--- config.mk ---
export PLATFORM = sky130hd
export DESIGN_NAME = swt_sleep_timer
export DESIGN_NICKNAME = d
export VERILOG_FILES = /design/src/design/swt_pkg.sv /design/src/design/swt_sleep_timer.sv
export SDC_FILE = /design/constraint.sdc
export NUM_CORES = 1
export LEC_CHECK = 0
export ABC_AREA = 1
export BUFFER_PORTS_ARGS = -buffer_cell sky130_fd_sc_hd__buf_2
export CAP_MARGIN = 20
export CORE_MARGIN = 2
export CORE_UTILIZATION = 63
export DETAILED_ROUTE_END_ITERATION = 6
export PLACE_DENSITY = 0.95
export SETUP_SLACK_MARGIN = 0.1
export SLEW_MARGIN = 10
export SYNTH_ARGS = -nofsm -noshare
export SYNTH_HDL_FRONTEND = slang
export SYNTH_SLANG_ARGS = --single-unit
--- constraint.sdc ---
create_clock -name i_clk -period 6 [get_ports i_clk]
set_input_delay 1.5 -clock i_clk [delete_from_list [all_inputs] [get_ports i_clk]]
set_output_delay 1.5 -clock i_clk [all_outputs]
set_load 0.05 [all_outputs]
--- src/design/swt_pkg.sv ---
// Constants and types shared by the sleep wake-up timer
package swt_pkg;
   // Register indices; byte address on APB is four times the index
   localparam logic [7:0] IDX_IRQ_CTRL = 8'hA1;
   localparam logic [7:0] IDX_TIMER_CTRL = 8'hA2;
   localparam logic [7:0] IDX_EVT_LOW = 8'hA3;
   localparam logic [7:0] IDX_EVT_HIGH = 8'hA4;
   localparam logic [7:0] IDX_CNT_LOW = 8'hA5;
   localparam logic [7:0] IDX_CNT_HIGH = 8'hA6;
   localparam logic [7:0] IDX_POWER_CTRL = 8'hB0;
   localparam logic [7:0] IDX_POWER_MODE = 8'hB1;
   localparam logic [7:0] IDX_CPU_IRQ = 8'hB2;

   // Field positions
   localparam int IRQ_EN_BIT = 4;
   localparam int PEND_BIT = 0;
   localparam int CLEAR_BIT = 2;
   localparam int RES_LSB = 0;
   localparam int ENTER_BIT = 0;
   localparam int MODE_LSB = 0;
   localparam int CLK_SEL_BIT = 2;
   localparam int CPU_EN_BIT = 0;
   localparam int CPU_FLAG_BIT = 1;

   // Values after reset and on clear
   localparam logic [15:0] MANT_RESET = 16'h876B;
   localparam logic [30:0] CNT_CLEAR_VAL = 31'h0000_0004;
   localparam logic [7:0] CNT_BYTE_RESET = 8'h00;
   localparam logic [1:0] MODE_DEEP = 2'h3;
   localparam logic [1:0] MODE_PS0 = 2'h0;

   // Slow clock facts, in slow periods and in reference divisions
   localparam int RC_REF_DIV = 750;
   localparam int SLEEP_MIN_PERIODS = 384;
   localparam int RES_STEP_BITS = 5;

   // Power state of the chip as seen by this block
   typedef enum logic [1:0] {
      ST_ACTIVE = 2'b01,
      ST_SLEEP = 2'b10
   } swt_pstate_t;
endpackage

--- src/design/swt_sleep_timer.sv ---
// Sleep wake-up timer with APB register access and power-state control
//
// Function
// - A 31-bit up counter; resolution picks which 16 bits are seen.
// - Counter ticks on the 32.768 kHz crystal or the RC oscillator.
// - Timer runs when active and in power_save_0/1/2, not in the deepest state.
// - A wake event in power_save_0/1/2 returns the chip to active.
// - Event interval is mantissa times 2^(5*resolution) slow periods.
// - Visible count rate follows the resolution setting.
// - RC calibration runs when crystal is up and chip active or PS0.
// - Each wake event sets wake_event_pending.
// - With wake_event_irq_enable set, an event also sets the CPU flag.
// - Interrupt request when CPU flag set and cpu_sleep_irq_enable is 1.
// - Interrupt suppressed when power_mode_select is not 00.
// - Two read-only bytes give the selected slice; both reset to 0x00.
// - Resolution 00..11 selects bits 15:0, 20:5, 25:10, 30:15.
// - Writing 1 to sleep_count_clear sets the counter to 4; reads 0.
// - Mantissa resets to 0x876B; both bytes are writable.
// - Irq enable at bit 4, pending at bit 0; pending cleared by 0.
//
// Added by the designer: the APB register port.
`timescale 1ns/1ns
module swt_sleep_timer (
   input wire logic i_clk,
   input wire logic i_srst,
   input wire logic i_psel,
   input wire logic i_penable,
   input wire logic i_pwrite,
   input wire logic [11:0] i_paddr,
   input wire logic [31:0] i_pwdata,
   output logic [31:0] o_prdata,
   output logic o_pready,
   output logic o_pslverr,
   input wire logic i_xosc32k,
   input wire logic i_rcosc,
   input wire logic i_hs_xosc_on,
   output logic o_irq,
   output logic o_power_save,
   output logic [1:0] o_power_mode,
   output logic o_wake,
   output logic o_rc_cal_enable
);
   import swt_pkg::*;

   // All state of the block
   typedef struct packed {
      logic [30:0] cnt;
      logic [15:0] mant_wr;
      logic [15:0] mant;
      logic mant_upd;
      logic clr_pend;
      logic [1:0] res;
      logic clk_sel;
      logic pend;
      logic irq_en;
      logic cpu_flag;
      logic cpu_en;
      logic [1:0] mode;
      swt_pstate_t pstate;
      logic [2:0] xs;
      logic [2:0] rs;
      logic [1:0] hs;
      logic [7:0] prdata;
      logic wake;
   } swt_state_t;

   swt_state_t s;
   swt_state_t next_s;

   // Pick the visible 16-bit slice of the counter
   function automatic logic [15:0] swt_slice(input logic [30:0] c,
                                             input logic [1:0] r);
      case (r)
         2'h0: swt_slice = c[15:0];
         2'h1: swt_slice = c[20:5];
         2'h2: swt_slice = c[25:10];
         default: swt_slice = c[30:15];
      endcase
   endfunction

   logic [7:0] idx;
   logic mapped;
   logic wr;
   logic setup_rd;
   logic tick;
   logic run;
   logic ev;
   logic [30:0] cnt_inc;
   logic [15:0] view;
   logic [7:0] wd;

   // Address decode; unaligned or out-of-range words are errors
   assign idx = i_paddr[9:2];
   always_comb begin
      case (idx)
         IDX_IRQ_CTRL, IDX_TIMER_CTRL, IDX_EVT_LOW, IDX_EVT_HIGH,
         IDX_CNT_LOW, IDX_CNT_HIGH, IDX_POWER_CTRL, IDX_POWER_MODE,
         IDX_CPU_IRQ: mapped = (i_paddr[11:10] == 2'h0) &&
                               (i_paddr[1:0] == 2'h0);
         default: mapped = 1'b0;
      endcase
   end

   // Zero wait states: read data is latched in the setup cycle
   assign o_pready = i_psel & i_penable;
   assign o_pslverr = i_psel & i_penable & ~mapped;
   assign wr = i_psel & i_penable & i_pwrite & mapped;
   assign setup_rd = i_psel & ~i_penable & ~i_pwrite;
   assign wd = i_pwdata[7:0];

   // Slow edge from the selected, synchronised source
   assign tick = s.clk_sel ? (s.rs[1] & ~s.rs[2])
                           : (s.xs[1] & ~s.xs[2]);
   // Deepest state stops the count
   assign run = !((s.pstate == ST_SLEEP) && (s.mode == MODE_DEEP));
   assign cnt_inc = s.cnt + 31'h1;
   // Compare the slice of the next value, so the interval is exact
   assign ev = tick && run && !s.clr_pend &&
               (swt_slice(cnt_inc, s.res) == s.mant);
   assign view = swt_slice(s.cnt, s.res);

   // Next-state logic
   always_comb begin
      next_s = s;
      next_s.wake = 1'b0;
      // Three flops per slow pin, two for hs; the first is read only by the second
      next_s.xs = {s.xs[1:0], i_xosc32k};
      next_s.rs = {s.rs[1:0], i_rcosc};
      next_s.hs = {s.hs[0], i_hs_xosc_on};

      // Counter and its clear, both aligned to a slow edge
      if (tick && run) begin
         if (s.clr_pend) begin
            next_s.cnt = CNT_CLEAR_VAL;
            next_s.clr_pend = 1'b0;
         end else if (ev) begin
            next_s.cnt = '0;
         end else begin
            next_s.cnt = cnt_inc;
         end
      end

      // Written mantissa reaches the comparator at the next slow edge
      if (tick && s.mant_upd) begin
         next_s.mant = s.mant_wr;
         next_s.mant_upd = 1'b0;
      end

      // Power state: a wake event ends any light sleep
      case (s.pstate)
         ST_ACTIVE: begin
            if (wr && idx == IDX_POWER_CTRL && wd[ENTER_BIT])
               next_s.pstate = ST_SLEEP;
         end
         ST_SLEEP: begin
            if (ev && s.mode != MODE_DEEP) begin
               next_s.pstate = ST_ACTIVE;
               next_s.wake = 1'b1;
            end
         end
         default: next_s.pstate = ST_ACTIVE;
      endcase

      // Register writes
      if (wr) begin
         case (idx)
            IDX_IRQ_CTRL: begin
               next_s.irq_en = wd[IRQ_EN_BIT];
               if (!wd[PEND_BIT])
                  next_s.pend = 1'b0;
            end
            IDX_TIMER_CTRL: begin
               next_s.res = wd[RES_LSB +: 2];
               if (wd[CLEAR_BIT])
                  next_s.clr_pend = 1'b1;
            end
            IDX_EVT_LOW: begin
               next_s.mant_wr[7:0] = wd;
               next_s.mant_upd = 1'b1;
            end
            IDX_EVT_HIGH: begin
               next_s.mant_wr[15:8] = wd;
               next_s.mant_upd = 1'b1;
            end
            IDX_POWER_MODE: begin
               next_s.mode = wd[MODE_LSB +: 2];
               next_s.clk_sel = wd[CLK_SEL_BIT];
            end
            IDX_CPU_IRQ: begin
               next_s.cpu_en = wd[CPU_EN_BIT];
               if (!wd[CPU_FLAG_BIT])
                  next_s.cpu_flag = 1'b0;
            end
            default: ;
         endcase
      end

      // Event flags after writes, so a set wins over a clear
      if (ev) begin
         next_s.pend = 1'b1;
         if (s.irq_en)
            next_s.cpu_flag = 1'b1;
      end

      // Read data captured in the setup cycle
      if (setup_rd) begin
         case (idx)
            IDX_IRQ_CTRL: next_s.prdata = {3'h0, s.irq_en, 3'h0, s.pend};
            IDX_TIMER_CTRL: next_s.prdata = {6'h00, s.res};
            IDX_EVT_LOW: next_s.prdata = s.mant_wr[7:0];
            IDX_EVT_HIGH: next_s.prdata = s.mant_wr[15:8];
            IDX_CNT_LOW: next_s.prdata = view[7:0];
            IDX_CNT_HIGH: next_s.prdata = view[15:8];
            IDX_POWER_CTRL:
               next_s.prdata = {7'h00, s.pstate == ST_SLEEP};
            IDX_POWER_MODE: next_s.prdata = {5'h00, s.clk_sel, s.mode};
            IDX_CPU_IRQ:
               next_s.prdata = {6'h00, s.cpu_flag, s.cpu_en};
            default: next_s.prdata = 8'h00;
         endcase
      end
   end

   // State register
   always_ff @(posedge i_clk) begin
      if (i_srst) begin
         s <= '0;
         s.mant_wr <= MANT_RESET;
         s.mant <= MANT_RESET;
         s.pstate <= ST_ACTIVE;
         s.prdata <= CNT_BYTE_RESET;
      end else begin
         s <= next_s;
      end
   end

   // Outputs
   assign o_prdata = {24'h00_0000, s.prdata};
   // Blocked unless power_mode_select is 00
   assign o_irq = s.cpu_flag & s.cpu_en & (s.mode == MODE_PS0);
   assign o_power_save = (s.pstate == ST_SLEEP);
   assign o_power_mode = s.mode;
   assign o_wake = s.wake;
   // Calibration freezes in PS1/PS2 so the last result is kept
   assign o_rc_cal_enable = s.hs[1] &
      ((s.pstate == ST_ACTIVE) || (s.mode == MODE_PS0));
endmodule

==> flow_metrics.py, run 1 <==
metrics = {
    "outcome": {
        "status": "completed",
    },
    "sta": {
        "fmax_mhz": 240.1,
        "rsz0062_at_grt": "no",
        "min_period_ns": 4.165,
        "slew_viol_final": 0,
        "hold_violations": 0,
        "max_slew_margin": 0.2594,
        "setup_viol_count_final": 0,
        "finalSetupTns_ns": 0,
        "worstMarginPinSlew_ns": 1.110,
        "fin_skew_ns": 0.01328,
        "period_share": 0.6942,
        "fin_worst_hold_slack_ns": 0.4138,
        "finalWorstSetupSlack_ns": 1.835,
    },
    "die": {
        "start_util": 0.6375,
        "die_w_um": 105.5,
        "rows": 37,
        "die_h_um": 105.5,
        "dieArea_um2": 11130,
        "io_pins": 92,
        "core_area_um2": 10180,
    },
    "routing": {
        "routed_wl_mm": 19.38,
        "drcViolationCount": 0,
        "firstDrtPassIters": 6,
        "drt-initial-drc-count": 756,
        "via_count": 7083,
        "ant_nets": 0,
        "via_per_inst": 5.839,
        "wl_per_cell_um": 15.98,
    },
    "run": {
        "max_cap_viol_count": 0,
    },
    "cells_and_area": {
        "syn_to_final_growth_pct": 3.816,
        "antenna_cells": 0,
        "nets": 1125,
        "final_cell_count_no_fill": 1213,
        "drive_gt1_frac": 0.1198,
        "fin_area_um2": 6740,
        "final_util": 0.6618,
    },
    "clock_network": {
        "cts_tree": "yes",
        "cts_max_level": 3,
        "clkTransAtPathRegs_ns": 0.09,
        "cts_resized": 0,
        "numCtsBuffers": 9,
        "clk_latency_ns": 0.40,
        "cts.sinks": 93,
        "post_cts_buffers": 0,
        "hold_buffers": 0,
        "cts.path.max_buffers": 2,
        "clock-root-buffer": "clkbuf_8",
    },
    "yosys": {
        "syn_area_um2": 6492,
        "yosysUniqueCellTypes": 47,
        "synth_cells": 1065,
        "synth_common_cells": "nand2_1 (331), nor2_1 (106), inv_1 (102)",
        "async_flop_share": 0,
        "synth_edf_count": 0,
        "ys.flop_type": "dfxtp_1",
        "yosys_register_bits": 93,
        "yosys.area.top_type_share": 0.2868,
        "yosysSeqAreaShare": 0.2868,
        "yosys.area.top_type": "dfxtp_1",
        "yosysMostFrequentCell": "nand2_1",
        "syn_area_per_cell_um2": 6.096,
        "yosysWarnings": 0,
        "synth_area_leaders": "dfxtp_1 (29%), nand2_1 (19%), nor2_1 (6.1%)",
    },
    "setup_path": {
        "rrSetupSlack_ns": 2.18,
        "critPathMostFrequentCell": "nor2_1",
        "crit_end": "o_pslverr",
        "start_kind": "primary input",
        "path_max_fanout": 4,
        "arrival_ns": 2.67,
        "cp-startpoint": "i_paddr[8]",
        "cp_slowest_cell": "buf_2",
        "end_kind": "output port",
        "r2r_end": "s[83]",
        "reg2reg_depth": 14,
        "max_stage_delay_ns": 0.20,
        "rr_startpoint": "s[27]",
        "required_ns": 4.50,
        "crit_chain": "buf_2, inv_1, nand2_1, nor2_1, nand2_1, nor2_1, inv_1, nand2_1, a22oi_1, nor2_1, nor2_1, buf_2",
        "crit_type": "in2out",
    },
    "place": {
        "place.port_buffers": 43,
        "place_area_um2": 6551,
        "dp_hpwl_mm": 14.52,
        "gp_congestion": 1.026,
        "pre_cts_ws_ns": 1.852,
        "placedCellCount": 1197,
    },
    "global_routing": {
        "grt_overflow_total": 0,
        "grt_pass1_vias": 6355,
        "grt_first_pass_wirelength_mm": 31.20,
        "antenna_found_initial": 0,
        "grt_start_max_net_pins": 49,
        "grtUsageTotal": 0.3514,
    },
    "worst_hold_path": {
        "hp-class": "reg2reg",
    },
    "power_and_ir_drop": {
        "total_power_mw": 1.141,
        "ir_drop_mv": 0.1749,
        "powerDensity_nw_per_um2": 169.2,
        "p_leak_nw": 2.767,
    },
}
[worst min path at each step]
stage / depth (start not counted) / to / from
CTS: 2 / next_s[13] / next_s[12]
floorplan: 2 / next_s[13] / next_s[12]
global route: 2 / s[10] / next_s[10]
finish: 2 / s[10] / next_s[10]
global placement: 2 / next_s[16] / next_s[15]
detailed placement: 2 / next_s[13] / next_s[12]
[kinds of logic (layout without fill, tap and decap cells)]
| family | after synthesis | after routing | synth area share |
|---|---|---|---|
| xor+xnor | 4 | 4 | 0.005397 |
| simple gates | 601 | 601 | 0.4111 |
| fa+ha+maj | 1 | 1 | 0.001927 |
| other cells | 1 | 24 | 0.0005776 |
| flops | 93 | 93 | 0.2868 |
| compound gates | 184 | 184 | 0.1659 |
| buf+inv | 181 | 170 | 0.1283 |
[registers in the layout, summed over array words and instances, names as in the netlist]
signal and cells:
o_wake 1, s 77, o_prdata 8, o_power_mode 2
next_s 5
[power by group]
group	internal [mW]	switching [mW]
clock network	0.162	0.266
registers	0.620	0.00198
logic	0.0163	0.0742
[routing by layer]
metal  wire length, um  vias up  global-route usage  part of all wire
li1                  -     3413                   -                 -
met1              7687     3177              0.4492              0.40
met2              8712      423              0.5654              0.45
met3              2150       70             0.06803              0.11
met4               830        0              0.1758             0.043
met5                 0        -                   0                 0
[critical path, delay by kind of cell]
family / cells / cell delay (ns)
AOI/OAI and AO/OA: 1 / 0.06
buffers and inverters: 4 / 0.43
and+or+nand+nor: 7 / 0.66
[area by class of cell]
type	instances	area (um^2)
clock buffer	9	123.9
clock inverter	7	65.06
fill	948	3445
inverter	110	412.9
multi-input combinational	814	3884
sequential	93	1862
tap	136	170.2
timing repair buffer	44	222.7
[cell usage in the layout, fill, tap and decap left out, drive strengths merged, types with 24 or more instances in the layout]
| cell | n |
|---|---|
| o22ai | 25 |
| nand2 | 361 |
| dfxtp | 93 |
| nand3 | 80 |
| conb | 24 |
| nor2 | 126 |
| inv | 111 |
| a21oi | 85 |
| o21ai | 45 |
| buf | 44 |
No activity file was read; power rests on OpenSTA's default activity.
==> inputs of run 2 (changes only) <==
--- a/config.mk
+++ b/config.mk
@@ -9,9 +9,9 @@
 export BUFFER_PORTS_ARGS = -buffer_cell sky130_fd_sc_hd__buf_2
 export CAP_MARGIN = 20
 export CORE_MARGIN = 2
-export CORE_UTILIZATION = 63
+export CORE_UTILIZATION = 59
 export DETAILED_ROUTE_END_ITERATION = 6
-export PLACE_DENSITY = 0.95
+export PLACE_DENSITY = 0.9
 export SETUP_SLACK_MARGIN = 0.1
 export SLEW_MARGIN = 10
 export SYNTH_ARGS = -nofsm -noshare
==> constraint.sdc (replaced) <==
create_clock -name i_clk -period 3.88 [get_ports i_clk]
set_input_delay 0.97 -clock i_clk [delete_from_list [all_inputs] [get_ports i_clk]]
set_output_delay 0.97 -clock i_clk [all_outputs]
set_load 0.05 [all_outputs]
==> run 2 against run 1 <==
  * Clock power up 54%
  * Sequential power up 55%
  * Global-route usage down 0.66 points
  * Utilization down 2.9 points
  * Combinational power up 57%
  * First-iteration DRC count up 7.5%
  * Final cell count up 1.2%
  * Non-clock buffer count up 11
  * Critical path depth unchanged
  * Critical path type unchanged
  * Highest routed layer unchanged
==> flow_metrics.py, run 2 (synthesis gave the netlist of run 1 again) <==
metrics = {
    "outcome": {
        "status": "completed",
    },
    "power_and_ir_drop": {
        "pwr-share-seq": 0.546,
        "netSwitchingFraction": 0.2998,
        "pwr-share-clk": 0.373,
        "p_switching_uw": 527.8,
        "ir_drop_mv": 0.2597,
        "intPower_mw": 1.233,
        "power_frac_comb": 0.081,
        "powerDensity_nw_per_um2": 257.9,
        "p_leak_nw": 2.809,
    },
    "clock_network": {
        "numCtsBuffers": 9,
        "clkTransAtPathRegs_ns": 0.10,
        "clk_latency_ns": 0.41,
        "hold_buffers": 0,
        "clock-root-buffer": "clkbuf_8",
        "cts_resized": 0,
        "cts_max_level": 3,
        "cts_tree": "yes",
        "cts.sinks": 93,
        "post_cts_buffers": 0,
        "cts.path.max_buffers": 2,
    },
    "die": {
        "die_w_um": 108.9,
        "rows": 38,
        "core_area_um2": 10790,
        "start_util": 0.6016,
        "dieArea_um2": 11860,
        "io_pins": 92,
        "die_h_um": 108.9,
    },
    "global_routing": {
        "antenna_found_initial": 0,
        "grt_overflow_total": 0,
        "grt_first_pass_wirelength_mm": 31.68,
        "grtUsageTotal": 0.3447,
        "grt_start_max_net_pins": 58,
        "grt_pass1_vias": 6331,
    },
    "worst_hold_path": {
        "hold_depth": 2,
        "hp-class": "reg2reg",
        "hp-start": "next_s[12]",
        "min_to": "next_s[13]",
    },
    "place": {
        "dp_hpwl_mm": 14.98,
        "gp_congestion": 1.019,
        "place_area_um2": 6639,
        "place.port_buffers": 43,
    },
    "sta": {
        "finalSetupTns_ns": 0,
        "fin_skew_ns": 0.02165,
        "period_share": 0.7987,
        "max_slew_margin": 0.4238,
        "setup_viol_count_final": 0,
        "rsz0062_at_grt": "no",
        "min_period_ns": 3.099,
        "slew_viol_final": 0,
        "fmax_mhz": 322.7,
        "hold_violations": 0,
        "worstMarginPinSlew_ns": 0.8591,
    },
    "routing": {
        "routed_wl_mm": 19.75,
        "firstDrtPassIters": 6,
        "drcViolationCount": 0,
        "wl_per_cell_um": 16.08,
        "ant_nets": 0,
        "via_per_inst": 5.830,
        "via_count": 7159,
        "drt-initial-drc-count": 813,
    },
    "run": {
        "max_cap_viol_count": 0,
    },
    "cells_and_area": {
        "drive_gt1_frac": 0.1287,
        "syn_to_final_growth_pct": 5.146,
        "fill_cells": 1054,
        "nets": 1136,
        "antenna_cells": 0,
        "layout_commonest_cell": "nand2_1",
        "fin_area_um2": 6827,
        "largest_reg_flops": 77,
        "largest_register": "s",
        "mostFrequentLayoutCells": "nand2_1 (331), nor2_1 (106), inv_1 (102)",
    },
    "setup_path": {
        "start_kind": "primary input",
        "path_max_fanout": 4,
        "critPathMostFrequentCell": "nor2_1",
        "rrSetupSlack_ns": 0.88,
        "end_kind": "output port",
        "cp_slowest_cell": "buf_2",
        "r2r_end": "s[18]",
        "critPathTopFamily": "simple AND/OR/NAND/NOR gates",
        "critPathBufInv": 4,
        "required_ns": 2.91,
        "cp-startpoint": "i_paddr[8]",
        "max_stage_delay_ns": 0.21,
        "arrival_ns": 2.13,
        "reg2reg_depth": 16,
        "crit_chain": "buf_2, inv_1, nand2_1, nor2_1, nand2_1, nor2_1, inv_1, nand2_1, a22oi_1, nor2_1, nor2_1, buf_2",
        "rr_startpoint": "s[63]",
        "crit_type": "in2out",
    },
}
==> run 2: changes by cell type in the layout (fill, tap and decap cells not counted) <==
cell,change
inv_8,-1
buf_4,+11
inv_6,+1
clkinv_4,-1
clkinv_2,-1
clkinvlp_4,+2
==> run 2: layer usage <==
layer  wire length [um]  part of all wire  GRT usage
met1               7917              0.40     0.4438
met2               8772              0.44     0.5430
met3               2113              0.11    0.06635
met4                947             0.048     0.1859
met5                  0                 0          0
==> run 2: worst max path at each step <==
stage	endpoint	slack [ns]	cells after the start
6_report	o_pslverr	0.78	12
5_1_grt	o_pslverr	0.63	12
4_1_cts	o_pslverr	0.78	12
3_5_place_dp	o_pslverr	0.79	12
3_3_place_gp	o_pslverr	0.83	12
2_1_floorplan	o_pslverr	0.72	10
==> run 2: worst min-delay path, cell delays in order, from the launching register on <==
cell	delay (ns)
dfxtp_1	0.31
inv_1	0.04
nor2_1	0.03
==> run 2: cell type report <==
type                    instances  area (um^2)  area share
clock buffers                   9        123.9     0.01815
clock inverters                 7        63.81    0.009348
inverters                     110        412.9     0.06048
multi-input cells             814         3884      0.5689
flip-flops and latches         93         1862      0.2727
well taps                     140        175.2     0.02566
repair buffers                 55        305.3     0.04472
==> run 2: per-stage QoR <==
step	hold WS (ns)	instances	worst slack, ns	total power, mW	util
4_1_cts	0.4094	1228	0.7815	1.766	0.6325
2_1_floorplan	0.3883	1088	0.7173	1.108	-
3_5_place_dp	0.3949	1212	0.7870	1.124	0.6151
6_report	0.4050	1228	0.7811	1.761	0.6325
3_3_place_gp	0.3884	1212	0.8338	1.122	0.6151
5_1_grt	0.4349	1228	0.6291	1.822	0.6325
==> run 2: power groups by stage <==
stage | combinational, mW | sequential [mW] | clock (mW)
2_1_floorplan | 0.126 | 0.982 | 0
3_3_place_gp | 0.138 | 0.984 | 0
3_5_place_dp | 0.140 | 0.984 | 0
4_1_cts | 0.141 | 0.962 | 0.664
5_1_grt | 0.153 | 0.963 | 0.706
6_report | 0.142 | 0.962 | 0.657
==> inputs of run 3 (changes only) <==
--- a/config.mk
+++ b/config.mk
@@ -5,13 +5,13 @@
 export SDC_FILE = /design/constraint.sdc
 export NUM_CORES = 1
 export LEC_CHECK = 0
-export ABC_AREA = 1
+export ABC_AREA = 0
 export BUFFER_PORTS_ARGS = -buffer_cell sky130_fd_sc_hd__buf_2
 export CAP_MARGIN = 20
 export CORE_MARGIN = 2
-export CORE_UTILIZATION = 59
+export CORE_UTILIZATION = 53
 export DETAILED_ROUTE_END_ITERATION = 6
-export PLACE_DENSITY = 0.9
+export PLACE_DENSITY = 0.86
 export SETUP_SLACK_MARGIN = 0.1
 export SLEW_MARGIN = 10
 export SYNTH_ARGS = -nofsm -noshare
==> constraint.sdc (replaced) <==
create_clock -name i_clk -period 2.7 [get_ports i_clk]
set_input_delay 0.675 -clock i_clk [delete_from_list [all_inputs] [get_ports i_clk]]
set_output_delay 0.675 -clock i_clk [all_outputs]
set_load 0.05 [all_outputs]
==> run 3 against run 2 <==
  * The flow now finishes with violations (design-rule violations, negative setup slack)
  * Clock skew is 0.0080 ns lower
  * Sequential share of layout area shrank 5.3 points
  * Synthesized cell count down 25%
  * Final cell count is 8.2% lower
  * Flip-flop and latch count is the same
  * Hold slack improved by 0.034 ns
  * Total power grew 66%
  * Clock power is 93% higher
  * Sequential power increased by 44%
  * Global-route usage up 2.7 points
  * Wire length up 20%
  * Non-clock buffer count rose by 182
  * Critical path type is now reg2reg
  * Largest power group unchanged
==> flow_metrics.py, run 3 <==
metrics = {
    "sta": {
        "period_share": 1.352,
        "min_period_ns": 3.651,
        "finalWorstSetupSlack_ns": -0.9508,
        "hold_violations": 0,
        "worstMarginPinSlew_ns": 0.6411,
        "fin_skew_ns": 0.01361,
        "setup_viol_count_final": 36,
        "max_slew_margin": 0.5726,
        "rsz0062_at_grt": "yes",
        "slew_viol_final": 0,
        "fin_worst_hold_slack_ns": 0.4393,
        "finalSetupTns_ns": -30.32,
        "fmax_mhz": 273.9,
    },
    "run": {
        "max_cap_viol_count": 0,
    },
    "place": {
        "place.port_buffers": 43,
        "pre_cts_ws_ns": -1.076,
        "dp_hpwl_mm": 17.32,
        "gp_congestion": 1.036,
        "place_area_um2": 7707,
    },
    "yosys": {
        "syn_area_um2": 6294,
        "yosysWarnings": 0,
        "async_flop_share": 0,
        "yosysMostFrequentCell": "dfxtp_1",
        "yosys.area.top_type_share": 0.2958,
        "synth_cells": 801,
        "yosys_register_bits": 93,
        "syn_area_per_cell_um2": 7.857,
        "synth_edf_count": 0,
        "synth_area_leaders": "dfxtp_1 (30%), nand2_1 (5.2%), buf_4 (4.7%)",
        "yosysSeqAreaShare": 0.2958,
        "synth_common_cells": "dfxtp_1 (93), nand2_1 (88), nor2_1 (61)",
        "ys.flop_type": "dfxtp_1",
        "yosys.area.top_type": "dfxtp_1",
        "yosysUniqueCellTypes": 78,
    },
    "outcome": {
        "failed_checks": "design-rule violations, negative setup slack",
        "status": "complete, but fails checks",
    },
    "global_routing": {
        "grt_start_max_net_pins": 62,
        "grtUsageTotal": 0.3716,
        "antenna_found_initial": 0,
        "grt_first_pass_wirelength_mm": 36.67,
        "grt_overflow_total": 0,
        "grt_pass1_vias": 6704,
    },
    "setup_path": {
        "cp-startpoint": "s[74]",
        "crit_chain": "nand4_1, buf_4, nor4_1, buf_4, a21oi_1, a31o_2, o211ai_1, o211ai_1, nand4b_1, nor3_4, buf_12, buf_12, buf_12, o31ai_4, a22o_1",
        "reg2reg_depth": 15,
        "required_ns": 2.95,
        "crit_end": "s[86]",
        "start_kind": "register",
        "crit_type": "reg2reg",
        "cp_slowest_cell": "dfxtp_1",
        "max_stage_delay_ns": 0.42,
        "rr_startpoint": "s[74]",
        "path_max_fanout": 6,
        "rrSetupSlack_ns": -0.95,
        "arrival_ns": 3.90,
        "critPathMostFrequentCell": "buf_12",
        "r2r_end": "s[86]",
        "end_kind": "register",
    },
    "cells_and_area": {
        "fin_area_um2": 8562,
        "mostFrequentLayoutCells": "buf_4 (174), nand2_1 (86), dfxtp_1 (84)",
        "layout_commonest_cell": "buf_4",
        "nets": 1032,
        "final_util": 0.7435,
        "drive_gt1_frac": 0.3496,
        "largest_register": "s",
        "syn_to_final_growth_pct": 36.04,
        "largest_reg_flops": 77,
        "antenna_cells": 0,
    },
    "die": {
        "die_w_um": 113.0,
        "die_h_um": 113.0,
        "start_util": 0.5465,
        "rows": 39,
        "core_area_um2": 11520,
        "io_pins": 92,
        "dieArea_um2": 12760,
    },
    "clock_network": {
        "numCtsBuffers": 9,
        "cts.path.max_buffers": 2,
        "cts_max_level": 3,
        "clkTransAtPathRegs_ns": 0.08,
        "cts.sinks": 93,
        "cts_tree": "yes",
        "clk_latency_ns": 0.36,
        "clock-root-buffer": "clkbuf_16",
    },
    "routing": {
        "firstDrtPassIters": 7,
        "drcViolationCount": 7,
        "via_count": 7102,
        "ant_nets": 0,
        "drt-initial-drc-count": 818,
        "routed_wl_mm": 23.77,
        "via_per_inst": 6.302,
        "wl_per_cell_um": 21.09,
    },
    "power_and_ir_drop": {
        "powerDensity_nw_per_um2": 341.8,
        "ir_drop_mv": 0.4311,
        "p_leak_nw": 3.485,
    },
    "worst_hold_path": {
        "hp-class": "reg2reg",
    },
}
==> run 3: changes by cell type in the layout (fill, tap and decap cells not counted), moves of 45 or more <==
cell	previous run	this run
nand2_1	331	86
buf_4	12	174
inv_1	102	15
nand3_1	79	22
a21oi_1	75	30
nor2_1	106	61
==> run 3: final cells by class <==
type / instances / area [um^2]
well taps: 143 / 178.9
inverters: 15 / 56.30
fillers: 862 / 2954
repair buffers: 237 / 1826
multi-input cells: 623 / 4330
clock inverters: 7 / 67.56
flip-flops and latches: 93 / 1878
clock buffers: 9 / 225.2
==> run 3: critical path, delay by kind of cell, from the launching register on <==
family	cells	cell delay [ns]
AOI/OAI and AO/OA	6	1.12
buffers and inverters	5	0.85
DFF	1	0.42
and+or+nand+nor	4	1.15
==> run 3: worst min-delay path by stage <==
stage,slack [ns],endpoint,startpoint,depth (start not counted)
6_report,0.44,s[16],next_s[16],2
5_1_grt,0.46,next_s[16],next_s[15],1
4_1_cts,0.45,s[16],next_s[16],2
3_5_place_dp,0.43,next_s[16],next_s[15],1
3_3_place_gp,0.42,next_s[16],next_s[15],1
2_1_floorplan,0.41,next_s[13],next_s[12],1
==> run 3: cell families (layout without fill, tap and decap cells) <==
family                   after synthesis  in the layout  synth area share
multiplexers                          31             31           0.05070
XOR/XNOR                              20             20           0.03002
adder cells (fa/ha/maj)                1              1          0.001988
flip-flops                            93             93            0.2958
AND/OR/NAND/NOR                      338            338            0.2875
AO/OA/AOI/OAI                        209            209            0.2422
buffers and inverters                108            268           0.09125
other                                  1             24         0.0005958
==> run 3: metal layers <==
layer  up-vias  share of wire  wire length (um)  track usage
li1       3259              -                 -            -
met1      3384           0.41              9678       0.4829
met2       382           0.46             10860       0.5940
met3        77          0.085              2012      0.06802
met4         0          0.051              1222       0.1870
met5         -              0                 0            0
==> run 3: power breakdown <==
part	internal [mW]	leakage (nW)	switching (mW)	total (mW)
Clock	0.648	0.145	0.625	1.27
Combinational	0.0764	2.58	0.191	0.267
Sequential	1.38	0.757	0.00695	1.39
==> run 3: per-stage QoR <==
step	total power, mW	cells
detailed placement	1.668	1093
CTS	2.914	1125
floorplan	1.619	824
finish	2.926	1127
global placement	1.667	1093
global route	3.000	1127
==> run 3: timing repair <==
action	4_1_cts	5_1_grt
pin swaps	28	16
cloned	2	0
resized for setup	54	25
endpoints found under the hold margin	0	0
setup endpoints to repair	36	37
setup buffers	14	4
hold buffers	0	0
